[src/lcd_i2c_pkg.sv]
// Shared constants and types for the LCD driver I2C target front end
package lcd_i2c_pkg;
  // Fixed upper six bits of the target address byte
  localparam logic [5:0] ADDR_FIXED  = 6'h1c;
  // Field positions inside the address byte
  localparam int         ADDR_RW_BIT  = 0;
  localparam int         ADDR_SEL_BIT = 1;
  // Continuation flag position inside a command byte
  localparam int         CMD_CONT_BIT = 7;
  // Bits per byte and the bit count at which the acknowledge slot starts
  localparam int         BYTE_BITS    = 8;
  localparam logic [3:0] ACK_SLOT     = 4'h8;
  // Data pointer and subaddress widths, last pointer location
  localparam int         PTR_W        = 6;
  localparam int         SUB_W        = 3;
  localparam logic [5:0] PTR_LAST     = 6'h27;
  // Reset values of the pointer and the subaddress counter
  localparam logic [5:0] PTR_RST      = 6'h00;
  localparam logic [2:0] SUB_RST      = 3'h0;
  // Depth of the display data buffer
  localparam int         FIFO_DEPTH   = 16;
  // Clock rate of the block
  localparam int         CLK_HZ       = 50_000_000;

  // Transfer phases of the target
  typedef enum logic [2:0] {
    ST_IDLE,
    ST_ADDR,
    ST_CMD,
    ST_DATA,
    ST_IGNORE
  } state_t;
endpackage

[src/data_fifo.sv]
// Flip-flop FIFO with valid and ready on both sides
`timescale 1ns/1ps
module data_fifo #(
  parameter int WIDTH = 17,
  parameter int DEPTH = 16
) (
  // Clock and reset
  input  wire logic             clk_i,
  input  wire logic             nrst_i,
  // Filling side
  input  wire logic             in_valid_i,
  output logic                  in_ready_o,
  input  wire logic [WIDTH-1:0] in_data_i,
  // Draining side
  output logic                  out_valid_o,
  input  wire logic             out_ready_i,
  output logic [WIDTH-1:0]      out_data_o
);
  localparam int AW = $clog2(DEPTH);

  logic [WIDTH-1:0] mem [DEPTH];
  logic [AW:0]      wr_ptr;
  logic [AW:0]      rd_ptr;
  logic             push;
  logic             pop;

  // Extra pointer bit tells full from empty without a counter
  assign in_ready_o  = (wr_ptr[AW] == rd_ptr[AW]) || (wr_ptr[AW-1:0] != rd_ptr[AW-1:0]);
  assign out_valid_o = (wr_ptr != rd_ptr);
  assign out_data_o  = mem[rd_ptr[AW-1:0]];
  assign push        = in_valid_i && in_ready_o;
  assign pop         = out_valid_o && out_ready_i;

  // Storage; written only on an accepted push
  always_ff @(posedge clk_i) begin
    if (push) begin
      mem[wr_ptr[AW-1:0]] <= in_data_i;
    end
  end

  // Write pointer
  always_ff @(posedge clk_i or negedge nrst_i) begin
    if (!nrst_i) begin
      wr_ptr <= '0;
    end else if (push) begin
      wr_ptr <= wr_ptr + 1'b1;
    end
  end

  // Read pointer
  always_ff @(posedge clk_i or negedge nrst_i) begin
    if (!nrst_i) begin
      rd_ptr <= '0;
    end else if (pop) begin
      rd_ptr <= rd_ptr + 1'b1;
    end
  end
endmodule // data_fifo

[src/lcd_i2c_target.sv]
// Write-only I2C target front end of a segment LCD driver
//
// Notes on behaviour
// - Only the two target addresses 0111000 and 0111001 are answered; all others are ignored.
// - Address bit 1 must equal the strap level and bits 7 to 2 must equal 011100.
// - An address byte asking for a read is neither acknowledged nor answered with data.
// - Each access opens with a START and the address byte, acknowledged by every matching device.
// - A device whose strap does not match ignores the transfer until the next START or STOP.
// - A command byte with its top bit clear is the last; the bytes after it are display data.
// - Every selected device acknowledges each command byte.
// - Display data is written to RAM at the location given by pointer and subaddress.
// - The pointer advances by itself after each display data byte; the subaddress steps when the pointer wraps.
// - In the data phase a byte is acknowledged only if the subaddress equals the pin pattern.
// - Two addresses with a three-bit subaddress let 16 devices share one bus.
// - The data line is driven only to acknowledge; no transfer is started, no data is sent.
// - The three subaddress pins form a binary number, all low meaning subaddress 0.
`timescale 1ns/1ps
module lcd_i2c_target
  import lcd_i2c_pkg::*;
#(
  parameter int                PW       = PTR_W,
  parameter logic [PTR_W-1:0]  PTR_MAX  = PTR_LAST,
  parameter int                BUF_DEPTH = FIFO_DEPTH
) (
  // Clock and reset
  input  wire logic             CLK_I,
  input  wire logic             NRST_I,
  // I2C bus pins, open drain data
  input  wire logic             SCL_I,
  input  wire logic             SDA_I,
  output logic                  SDA_O,
  output logic                  SDA_OE_O,
  // Strap and hardware subaddress pins
  input  wire logic             ADDR_SELECT_STRAP_I,
  input  wire logic             HW_SUBADDR_PIN_0_I,
  input  wire logic             HW_SUBADDR_PIN_1_I,
  input  wire logic             HW_SUBADDR_PIN_2_I,
  // Command byte stream to the command decoder
  output logic                  CMD_VALID_O,
  output logic [7:0]            CMD_DATA_O,
  // Pointer loads from the command decoder
  input  wire logic             PTR_LOAD_I,
  input  wire logic [PTR_W-1:0] PTR_VALUE_I,
  input  wire logic             SUB_LOAD_I,
  input  wire logic [SUB_W-1:0] SUB_VALUE_I,
  // Display RAM write port
  output logic                  RAM_VALID_O,
  input  wire logic             RAM_READY_I,
  output logic [PTR_W-1:0]      RAM_ADDR_O,
  output logic [7:0]            RAM_DATA_O
);
  localparam int WW = PTR_W + BYTE_BITS;

  // Synchronisers: first stages are read only by the second stages
  logic [1:0]       scl_sync;
  logic [1:0]       sda_sync;
  logic [1:0]       strap_sync;
  logic [SUB_W-1:0] sub_meta;
  logic [SUB_W-1:0] hw_sub;
  logic             scl_d;
  logic             sda_d;

  logic             scl_s;
  logic             sda_s;
  logic             strap_s;
  logic             scl_rise;
  logic             scl_fall;
  logic             start_det;
  logic             stop_det;

  state_t           state;
  logic [3:0]       bit_cnt;
  logic [7:0]       shreg;
  logic             ack_active;
  logic             sda_oe;
  logic             ack_decide;
  logic             byte_end;
  logic             addr_match;
  logic             next_ack;
  logic [PTR_W-1:0] ptr;
  logic [SUB_W-1:0] sub_cnt;
  logic             fifo_ready;
  logic             fifo_push;
  logic [WW-1:0]    fifo_out;

  // Two flip-flops on every pin before any logic looks at it
  always_ff @(posedge CLK_I or negedge NRST_I) begin
    if (!NRST_I) begin
      scl_sync   <= 2'h3;
      sda_sync   <= 2'h3;
      strap_sync <= 2'h0;
      sub_meta   <= '0;
      hw_sub     <= '0;
    end else begin
      scl_sync   <= {scl_sync[0], SCL_I};
      sda_sync   <= {sda_sync[0], SDA_I};
      strap_sync <= {strap_sync[0], ADDR_SELECT_STRAP_I};
      // Pins read as a binary number, pin 0 the low bit
      sub_meta   <= {HW_SUBADDR_PIN_2_I, HW_SUBADDR_PIN_1_I, HW_SUBADDR_PIN_0_I};
      hw_sub     <= sub_meta;
    end
  end

  // Delayed copies of the synchronised lines for edge detection
  always_ff @(posedge CLK_I or negedge NRST_I) begin
    if (!NRST_I) begin
      scl_d <= 1'b1;
      sda_d <= 1'b1;
    end else begin
      scl_d <= scl_s;
      sda_d <= sda_s;
    end
  end

  assign scl_s     = scl_sync[1];
  assign sda_s     = sda_sync[1];
  assign strap_s   = strap_sync[1];
  assign scl_rise  = scl_s && !scl_d;
  assign scl_fall  = !scl_s && scl_d;
  // Data edges while the clock stays high are bus conditions
  assign start_det = scl_s && scl_d && sda_d && !sda_s;
  assign stop_det  = scl_s && scl_d && !sda_d && sda_s;

  // Acknowledge slot opens on the fall after the eighth bit, closes on the next fall
  assign ack_decide = scl_fall && (bit_cnt == ACK_SLOT) && !ack_active;
  assign byte_end   = scl_fall && ack_active;

  // Fixed pattern plus strap bit; two addresses times eight subaddresses give 16 devices
  assign addr_match = (shreg[7:2] == ADDR_FIXED) && (shreg[ADDR_SEL_BIT] == strap_s);

  // Acknowledge decision for the byte just received
  always_comb begin
    next_ack = 1'b0;
    case (state)
      ST_ADDR: next_ack = addr_match && !shreg[ADDR_RW_BIT];
      ST_CMD:  next_ack = 1'b1;
      ST_DATA: next_ack = (sub_cnt == hw_sub) && fifo_ready;
      default: next_ack = 1'b0;
    endcase
  end

  // Bit counter and shift register; START and STOP drop a partial byte
  always_ff @(posedge CLK_I or negedge NRST_I) begin
    if (!NRST_I) begin
      bit_cnt <= 4'h0;
      shreg   <= 8'h00;
    end else if (start_det || stop_det) begin
      bit_cnt <= 4'h0;
    end else if (scl_rise && !ack_active && bit_cnt < ACK_SLOT) begin
      shreg   <= {shreg[6:0], sda_s};
      bit_cnt <= bit_cnt + 4'h1;
    end else if (byte_end) begin
      bit_cnt <= 4'h0;
    end
  end

  // Acknowledge slot tracking and the only drive of the data line
  always_ff @(posedge CLK_I or negedge NRST_I) begin
    if (!NRST_I) begin
      ack_active <= 1'b0;
      sda_oe     <= 1'b0;
    end else if (start_det || stop_det) begin
      ack_active <= 1'b0;
      sda_oe     <= 1'b0;
    end else if (ack_decide) begin
      ack_active <= 1'b1;
      sda_oe     <= next_ack;
    end else if (byte_end) begin
      ack_active <= 1'b0;
      sda_oe     <= 1'b0;
    end
  end

  // Open drain: the line is only ever pulled low
  assign SDA_O    = 1'b0;
  assign SDA_OE_O = sda_oe;

  // Transfer phase; a mismatch or a read sits in ignore until START or STOP
  always_ff @(posedge CLK_I or negedge NRST_I) begin
    if (!NRST_I) begin
      state <= ST_IDLE;
    end else if (start_det) begin
      state <= ST_ADDR;
    end else if (stop_det) begin
      state <= ST_IDLE;
    end else if (byte_end) begin
      case (state)
        ST_ADDR: state <= (addr_match && !shreg[ADDR_RW_BIT]) ? ST_CMD : ST_IGNORE;
        ST_CMD:  state <= shreg[CMD_CONT_BIT] ? ST_CMD : ST_DATA;
        default: state <= state;
      endcase
    end
  end

  // Command bytes go to the decoder on the acknowledge decision
  always_ff @(posedge CLK_I or negedge NRST_I) begin
    if (!NRST_I) begin
      CMD_VALID_O <= 1'b0;
      CMD_DATA_O  <= 8'h00;
    end else begin
      CMD_VALID_O <= ack_decide && (state == ST_CMD);
      if (ack_decide && (state == ST_CMD)) begin
        CMD_DATA_O <= shreg;
      end
    end
  end

  // Pointer advances after every data byte, even for another device's subaddress
  always_ff @(posedge CLK_I or negedge NRST_I) begin
    if (!NRST_I) begin
      ptr <= PTR_RST;
    end else if (PTR_LOAD_I) begin
      ptr <= PTR_VALUE_I;
    end else if (byte_end && state == ST_DATA) begin
      ptr <= (ptr == PTR_MAX) ? PTR_RST : ptr + 6'h01;
    end
  end

  // Subaddress steps on pointer wrap so the stream moves to the next cascaded device
  always_ff @(posedge CLK_I or negedge NRST_I) begin
    if (!NRST_I) begin
      sub_cnt <= SUB_RST;
    end else if (SUB_LOAD_I) begin
      sub_cnt <= SUB_VALUE_I;
    end else if (byte_end && state == ST_DATA && ptr == PTR_MAX) begin
      sub_cnt <= sub_cnt + 3'h1;
    end
  end

  // A full buffer refuses the byte by withholding the acknowledge
  assign fifo_push = ack_decide && (state == ST_DATA) && (sub_cnt == hw_sub);

  data_fifo #(
    .WIDTH (WW),
    .DEPTH (BUF_DEPTH)
  ) u_fifo (
    .clk_i       (CLK_I),
    .nrst_i      (NRST_I),
    .in_valid_i  (fifo_push),
    .in_ready_o  (fifo_ready),
    .in_data_i   ({ptr, shreg}),
    .out_valid_o (RAM_VALID_O),
    .out_ready_i (RAM_READY_I),
    .out_data_o  (fifo_out)
  );

  // Location and data travel together through the buffer
  assign RAM_ADDR_O = fifo_out[WW-1:BYTE_BITS];
  assign RAM_DATA_O = fifo_out[BYTE_BITS-1:0];

  // Checks on the design's own behaviour
  chk_oe_only_ack: assert property (@(posedge CLK_I) disable iff (!NRST_I)
    sda_oe |-> ack_active && bit_cnt == ACK_SLOT)
    else $error("data line driven outside an acknowledge slot");

  chk_read_refused: assert property (@(posedge CLK_I) disable iff (!NRST_I)
    (ack_decide && state == ST_ADDR && shreg[ADDR_RW_BIT]) |=> !SDA_OE_O)
    else $error("read address acknowledged");

  chk_addr_ack: assert property (@(posedge CLK_I) disable iff (!NRST_I)
    (ack_decide && state == ST_ADDR && shreg[7:2] == ADDR_FIXED
     && shreg[ADDR_SEL_BIT] == strap_s && !shreg[ADDR_RW_BIT]) |=> SDA_OE_O)
    else $error("own write address not acknowledged");

  chk_addr_foreign: assert property (@(posedge CLK_I) disable iff (!NRST_I)
    (ack_decide && state == ST_ADDR && (shreg[7:2] != ADDR_FIXED
     || shreg[ADDR_SEL_BIT] != strap_s)) |=> !SDA_OE_O)
    else $error("foreign address acknowledged");

  chk_cmd_ack: assert property (@(posedge CLK_I) disable iff (!NRST_I)
    (ack_decide && state == ST_CMD) |=> SDA_OE_O && CMD_VALID_O && CMD_DATA_O == $past(shreg))
    else $error("command byte not acknowledged or not passed on");

  chk_data_gate: assert property (@(posedge CLK_I) disable iff (!NRST_I)
    (ack_decide && state == ST_DATA && sub_cnt != hw_sub) |=> !SDA_OE_O)
    else $error("data byte acknowledged for another subaddress");

  chk_ptr_step: assert property (@(posedge CLK_I) disable iff (!NRST_I)
    (byte_end && state == ST_DATA && !PTR_LOAD_I && ptr != PTR_MAX)
    |=> ptr == $past(ptr) + 6'h01)
    else $error("data pointer did not advance");

  chk_ignore_hold: assert property (@(posedge CLK_I) disable iff (!NRST_I)
    (state == ST_IGNORE && !start_det && !stop_det) |=> state == ST_IGNORE && !SDA_OE_O)
    else $error("ignored transfer left early");

  chk_start_abort: assert property (@(posedge CLK_I) disable iff (!NRST_I)
    start_det |=> bit_cnt == 4'h0 && state == ST_ADDR && !SDA_OE_O)
    else $error("start did not restart byte reception");

  chk_final_cmd: assert property (@(posedge CLK_I) disable iff (!NRST_I)
    (byte_end && state == ST_CMD && !shreg[CMD_CONT_BIT] && !start_det && !stop_det)
    |=> state == ST_DATA)
    else $error("last command byte did not open the data phase");

  cov_addr_ack: cover property (@(posedge CLK_I) disable iff (!NRST_I)
    ack_decide && state == ST_ADDR && next_ack);

  cov_data_phase: cover property (@(posedge CLK_I) disable iff (!NRST_I)
    state == ST_CMD ##1 state == ST_DATA);

  cov_buffer_full: cover property (@(posedge CLK_I) disable iff (!NRST_I)
    fifo_push && !fifo_ready);
endmodule // lcd_i2c_target
[config.mk]
export PLATFORM = sky130hd
export DESIGN_NAME = lcd_i2c_target
export DESIGN_NICKNAME = d
export VERILOG_FILES = /design/src/lcd_i2c_pkg.sv /design/src/data_fifo.sv /design/src/lcd_i2c_target.sv
export SDC_FILE = /design/constraint.sdc
export NUM_CORES = 1
export LEC_CHECK = 0
export BUFFER_PORTS_ARGS = -buffer_cell sky130_fd_sc_hd__buf_2
export CAP_MARGIN = 20
export CELL_PAD_IN_SITES_DETAIL_PLACEMENT = 1
export CELL_PAD_IN_SITES_GLOBAL_PLACEMENT = 2
export CORE_MARGIN = 2
export CORE_UTILIZATION = 50
export DETAILED_ROUTE_END_ITERATION = 8
export HOLD_SLACK_MARGIN = 0.02
export PLACE_DENSITY_LB_ADDON = 0.1
export SLEW_MARGIN = 30
export SYNTH_ARGS = -nofsm -noshare
export SYNTH_HDL_FRONTEND = slang
export SYNTH_HIERARCHICAL = 1
export SYNTH_SLANG_ARGS = --single-unit
[constraint.sdc]
create_clock -name CLK_I -period 7.65 [get_ports CLK_I]
set_clock_uncertainty 0.15 [all_clocks]
set_input_delay 1.1475 -clock CLK_I [delete_from_list [all_inputs] [get_ports CLK_I]]
set_output_delay 1.1475 -clock CLK_I [all_outputs]
set_load 0.02 [all_outputs]
# Word-level counts from Yosys, hierarchy flattened
# Memory sizes are Yosys's and may differ from the RTL's.
# Cells that the tools add are included.
# W data, S select, Z words.
[op_classes]
addsub = 5
order_cmp = 1
eq_ne = 11
muxes = 22
n_bitwise = 1
n_reduce_logical = 38
[ops]
columns = ["cell", "n"]
rows = [
  ["$logic_and A1 B1 Y1", 22],
  ["$mux W3", 6],
  ["$mux W6", 3],
  ["$mux W4", 3],
  ["$add A5 B1 Y5 const B", 2],
  ["$reduce_bool A3 Y1", 3],
  ["$mux W1", 8],
  ["$add A6 B1 Y6 const B", 1],
  ["$eq A3 B2 Y1 const B", 2],
  ["$eq A6 B5 Y1 const B", 1],
  ["$eq A6 B6 Y1 const B", 1],
  ["$logic_not A1 Y1", 6],
  ["$pmux W3 S2", 1],
  ["$ne A5 B5 Y1", 1],
  ["$add A4 B1 Y4 const B", 1],
  ["$eq A4 B4 Y1 const B", 1],
  ["$lt A4 B4 Y1 const B", 1],
  ["$ne A4 B4 Y1", 1],
  ["$reduce_and A2 Y1", 2],
  ["$reduce_bool A2 Y1", 2],
  ["$reduce_bool A4 Y1", 1],
  ["$add A3 B1 Y3 const B", 1],
  ["$eq A3 B1 Y1 const B", 1],
  ["$eq A3 B3 Y1", 1],
  ["other kinds (4)", 6],
]
[word_totals]
ff_bits = 59
ram_bits = 224
output_inout_bits = 26
mem_count = 1
[memory_table]
columns = ["name", "depth", "width", "read_ports", "rd_clocked_by_memory_dff", "write_ports", "line_no", "source"]
rows = [
  ["u_fifo.mem", 16, 14, 1, 0, 1, "data_fifo.sv:21", "logic [WIDTH-1:0] mem [DEPTH];"],
]

# Longest topological paths before layout
[logic_depth]
word_depth = 9
depth_mapped = 9

# Cells and area by module
# The synthesis kept the hierarchy.
[by_module_without_submodules]
columns = ["module", "instances", "cells_each", "area_each_um2", "seq_area_each_um2"]
rows = [
  ["data_fifo", 1, 426, 9210.1, 6976.7],
  ["lcd_i2c_target", 1, 194, 2118.3, 1233.7],
]

# Worst setup path after synthesis
# Ideal clock, no wire load.
[synth_path]
kind = "flip-flop to flip-flop"
start = "reg scl_d"
end = "mem u_fifo/mem[0][0] (netlist bit), enable pin"
setup_time_ns = 0.421
arrival_ns = 3.546
required_ns = 7.079
slack_ns = 3.532
path_stages_with_launch = 6
n_path_buf = 0
path_cell_list = "dfstp_2 -> nand2b_2 -> or4_4 -> nor4_1 -> nand2_1 -> nor4_1"
[synth_via]
elab_chain_len = 8
[synth_lines]
columns = ["item", "line_no", "source"]
rows = [
  ["start: declaration", "lcd_i2c_target.sv:60", "logic scl_d;"],
  ["start signal: assignment", "lcd_i2c_target.sv:110", "scl_d <= scl_s;"],
  ["$logic_and A1 B1 Y1", "lcd_i2c_target.sv:119", "assign scl_fall = !scl_s && scl_d;"],
  ["$logic_and A1 B1 Y1 (2 in series)", "lcd_i2c_target.sv:125", "assign ack_decide = scl_fall && (bit_cnt == ACK_SLOT) && !ack_active;"],
  ["$logic_and A1 B1 Y1 (2 in series)", "lcd_i2c_target.sv:231", "assign fifo_push = ack_decide && (state == ST_DATA) && (sub_cnt == hw_sub);"],
  ["via fifo_push", "lcd_i2c_target.sv:83", "logic fifo_push;"],
  ["$logic_and A1 B1 Y1", "data_fifo.sv:31", "assign push = in_valid_i && in_ready_o;"],
  ["$mux W1", "data_fifo.sv:36", "if (push) begin"],
  ["$mux W1 (not written as such)", "data_fifo.sv:37", "mem[wr_ptr[AW-1:0]] <= in_data_i;"],
  ["end: declaration", "data_fifo.sv:21", ""],
]
# The timed path passes the listed nets, and every way through them passes these cells.

# Worst setup path in the final report
[layout_path]
start = "reg u_fifo.rd_ptr[1]"
end = "out RAM_ADDR_O[5]"
[layout_via]
elab_chain_len = 1
[layout_lines]
columns = ["item", "line_no", "source"]
rows = [
  ["start: declaration", "data_fifo.sv:23", "logic [AW:0] rd_ptr;"],
  ["start signal: assignment", "data_fifo.sv:55", "rd_ptr <= rd_ptr + 1'b1;"],
  ["$mem_v2 Z16 W14", "--", ""],
  ["end: declaration", "lcd_i2c_target.sv:49", "output logic [PTR_W-1:0] RAM_ADDR_O,"],
]
# Every way passes these cells.

==> impl_metrics.ini <==
[outcome]
outcome = complete, no violations

[timing]
period_needed_ns = 4.41
finalSetupTns_ns = 0
hold_viol = 0
setup_viol = 0
tightest_slew_ns = 1.00
min_period_over_period_pct = 57.6
clock.fmax_ghz = 0.227
maxSlewViolCount = 0
max_slew_margin_pct = 32.7
rsz0062_at_grt = no

[final_layout]
num_antenna_cells = 0
layout-drive-gt1-share_pct = 29.1
n_fill_cell = 1996
syn2layout_area_growth_pct = 13.4
layout.nets = 708

[synth]
yosysSeqAreaShare_pct = 72.5
ys_types = 55
synth_ff_type = edfxtp_1
synth_area_um2 = 11300
synth_edf_count = 224
yosysTopAreaCellShare_pct = 59.4
synth_area_leaders = edfxtp_1 59%, dfrtp_1 12%, mux4_2 11%
async_reset_ff_share_pct = 20.8
synth_fp_nets = 649
synth_top_cell_by_area = edfxtp_1
syn_inst = 620
synth.most_common_cell = edfxtp_1
ys_ff_latch = 283
synth_top_cells_by_count = 224 x edfxtp_1, 56 x mux4_2, 53 x dfrtp_1, 53 x nand2_1, 29 x o22ai_1
avgSynthCellArea_um2 = 18.3
synth_warnings = 6

[clock_network]
clock_sinks = 283
root_buffer = clkbuf_16
post_cts_buffers = 0
path_clk_slew_ns = 0.06
ctsHtreeMaxLevel = 1
clock_latency_ns = 0.55
cts_tree = done
cts_hold_buf = 0
clk_path_buf_depth = 3
cts-resized-gates = 0
cts-buffers-inserted = 30

[routing]
firstDrtPassIters = 4
wl_met1_um = 10200
drt_wl_total_um = 24300
highest_layer = met4
drt-initial-drc-count = 408
wire_per_inst_um = 24.6
dr_total_vias = 5829
drt.antenna.violating_nets = 0
wl_met3_um = 1080
drc = 0
vias_per_cell = 5.91
met2_length_um = 12500

[power_and_ir_drop]
combPwrFrac_pct = 2.0
p_sw_share_pct = 22.1
total_power_uw = 3300
powerDensity_nw_per_um2 = 257
p_seq_share_pct = 57.3
peakVddDrop_mv = 0.195
power.internal_uw = 2570
p_leak_uw = 0.00444
netSwitchingPower_uw = 730
power_frac_clock_pct = 40.7

[setup_path]
end_kind = output pin
path_delay_family = flip-flops
worstPathArrival_ns = 3.11
path_cells = buf_4 > mux4_2 > o22ai_1 > nor2_1 > buf_2
start_kind = flip-flop
critical_path_buf_inv_count = 2
worst-setup-path-type = reg2out
cp.required_ns = 6.35
path_max_fanout = 32
slowest_stage = dfrtp_2
slowest_delay_ns = 0.83

[global_routing]
grt_use_total_pct = 21.5
globalRoute.totalOverflow = 0
grt_antenna_before_repair = 0
grt_max_degree = 60
grt_pass1_wl_um = 38400
grt_pass1_vias = 6378

[floorplan]
core_um2 = 22400
start_util_pct = 50.5
die_y_um = 155
dieArea_um2 = 23900
num_rows = 55
die_w_um = 155
pin_count = 46

[run]
maxCapViolations = 0

[hold_path]
hold_class = reg2reg

[place]
dp_hpwl_um = 15400
place.gp.congestion = 0.753
port_buffers = 44
-- flip-flops by register name, summed over array words and instances (netlist names), 2 cells and up --
signal         cells
bit_cnt            4
scl_sync           2
state              3
u_fifo/rd_ptr      5
sub_cnt            3
u_fifo/wr_ptr      5
sda_sync           2
shreg              8
strap_sync         2
ptr                6
sub_meta           3
u_fifo/mem       224
CMD_DATA_O         8
hw_sub             3
-- metrics by stage --
| step | instances | cell area [um^2] | hold WS [ns] | util, % | worst slack [ns] |
|---|---|---|---|---|---|
| 3_5_place_dp | 932 | 11900 | 0.187 | 53.1 | 3.74 |
| 6_report | 987 | 12900 | 0.198 | 57.3 | 3.24 |
| 4_1_cts | 987 | 12800 | 0.200 | 57.2 | 3.16 |
| 5_1_grt | 987 | 12900 | 0.208 | 57.3 | 3.04 |
| 3_3_place_gp | 932 | 11800 | 0.181 | 52.8 | 3.77 |
| 2_1_floorplan | 620 | 11300 | 0.181 | - | 3.53 |
-- logic make-up after synthesis --
group	synth area share (%)
adders and majority gates	0.994
and+or+nand+nor	6.32
AOI/OAI and AO/OA	3.43
DFF	72.5
muxes	12.4
buffers and inverters	2.31
xor gates and xnor gates	2.04
other	0.0331
-- routing by layer --
metal / vias to the layer above / track usage (%)
met5: - / 0
met4: 0 / 6.17
met3: 40 / 2.80
met2: 138 / 36.6
met1: 3077 / 29.5
li1: 2574 / -
-- layout make-up --
| cell class | instances | area (um^2) | share of cell area (%) |
|---|---|---|---|
| multi-input combinational | 302 | 3020 | 23.5 |
| sequential | 283 | 8210 | 63.9 |
| clock inverter | 15 | 82.6 | 0.643 |
| inverter | 6 | 22.5 | 0.175 |
| clock buffer | 40 | 850 | 6.61 |
| tap | 285 | 357 | 2.77 |
| timing repair buffer | 56 | 310 | 2.41 |
-- cells in the final DEF (no fill, tap or decap), types with 8 or more instances in the layout --
cell and count:
mux2_2 8, nor3_4 9, o21ai_0 14, mux4_2 56, edfxtp_1 224, xor2_1 10, xnor2_1 9, nand2_1 53
buf_2 44, clkbuf_16 31, ha_1 9, dfrtp_1 51, nor2_1 24, buf_4 12, o22ai_1 29
-- worst paths after layout --
kind                                              start                            to  slack [ns]  cells after the start
setup / recovery           u_fifo/rd_ptr[1]$_DFFE_PN0P_                 RAM_ADDR_O[5]        3.24                      5
hold / removal                    sub_meta[1]$_DFF_PN0_           hw_sub[1]$_DFF_PN0_        0.20                      0
setup reg to reg                        scl_d$_DFF_PN1_    u_fifo/mem[0][2]$_DFFE_PP_        4.04                      7
hold reg to reg                   sub_meta[1]$_DFF_PN0_           hw_sub[1]$_DFF_PN0_        0.20                      0
max in group asynchronous                        NRST_I  u_fifo/rd_ptr[1]$_DFFE_PN0P_        6.20                      2
min in group asynchronous                        NRST_I         sub_meta[2]$_DFF_PN0_        0.62                      2
-- power groups by stage --
stage | logic (uW) | registers, uW | clock network (uW)
2_1_floorplan | 45.8 | 1860 | 0
3_3_place_gp | 62.9 | 1920 | 0
3_5_place_dp | 68.0 | 1930 | 0
4_1_cts | 68.4 | 1890 | 1370
5_1_grt | 78.8 | 1910 | 1440
6_report | 66.3 | 1890 | 1340
No activity file was read; power rests on OpenSTA's default activity.
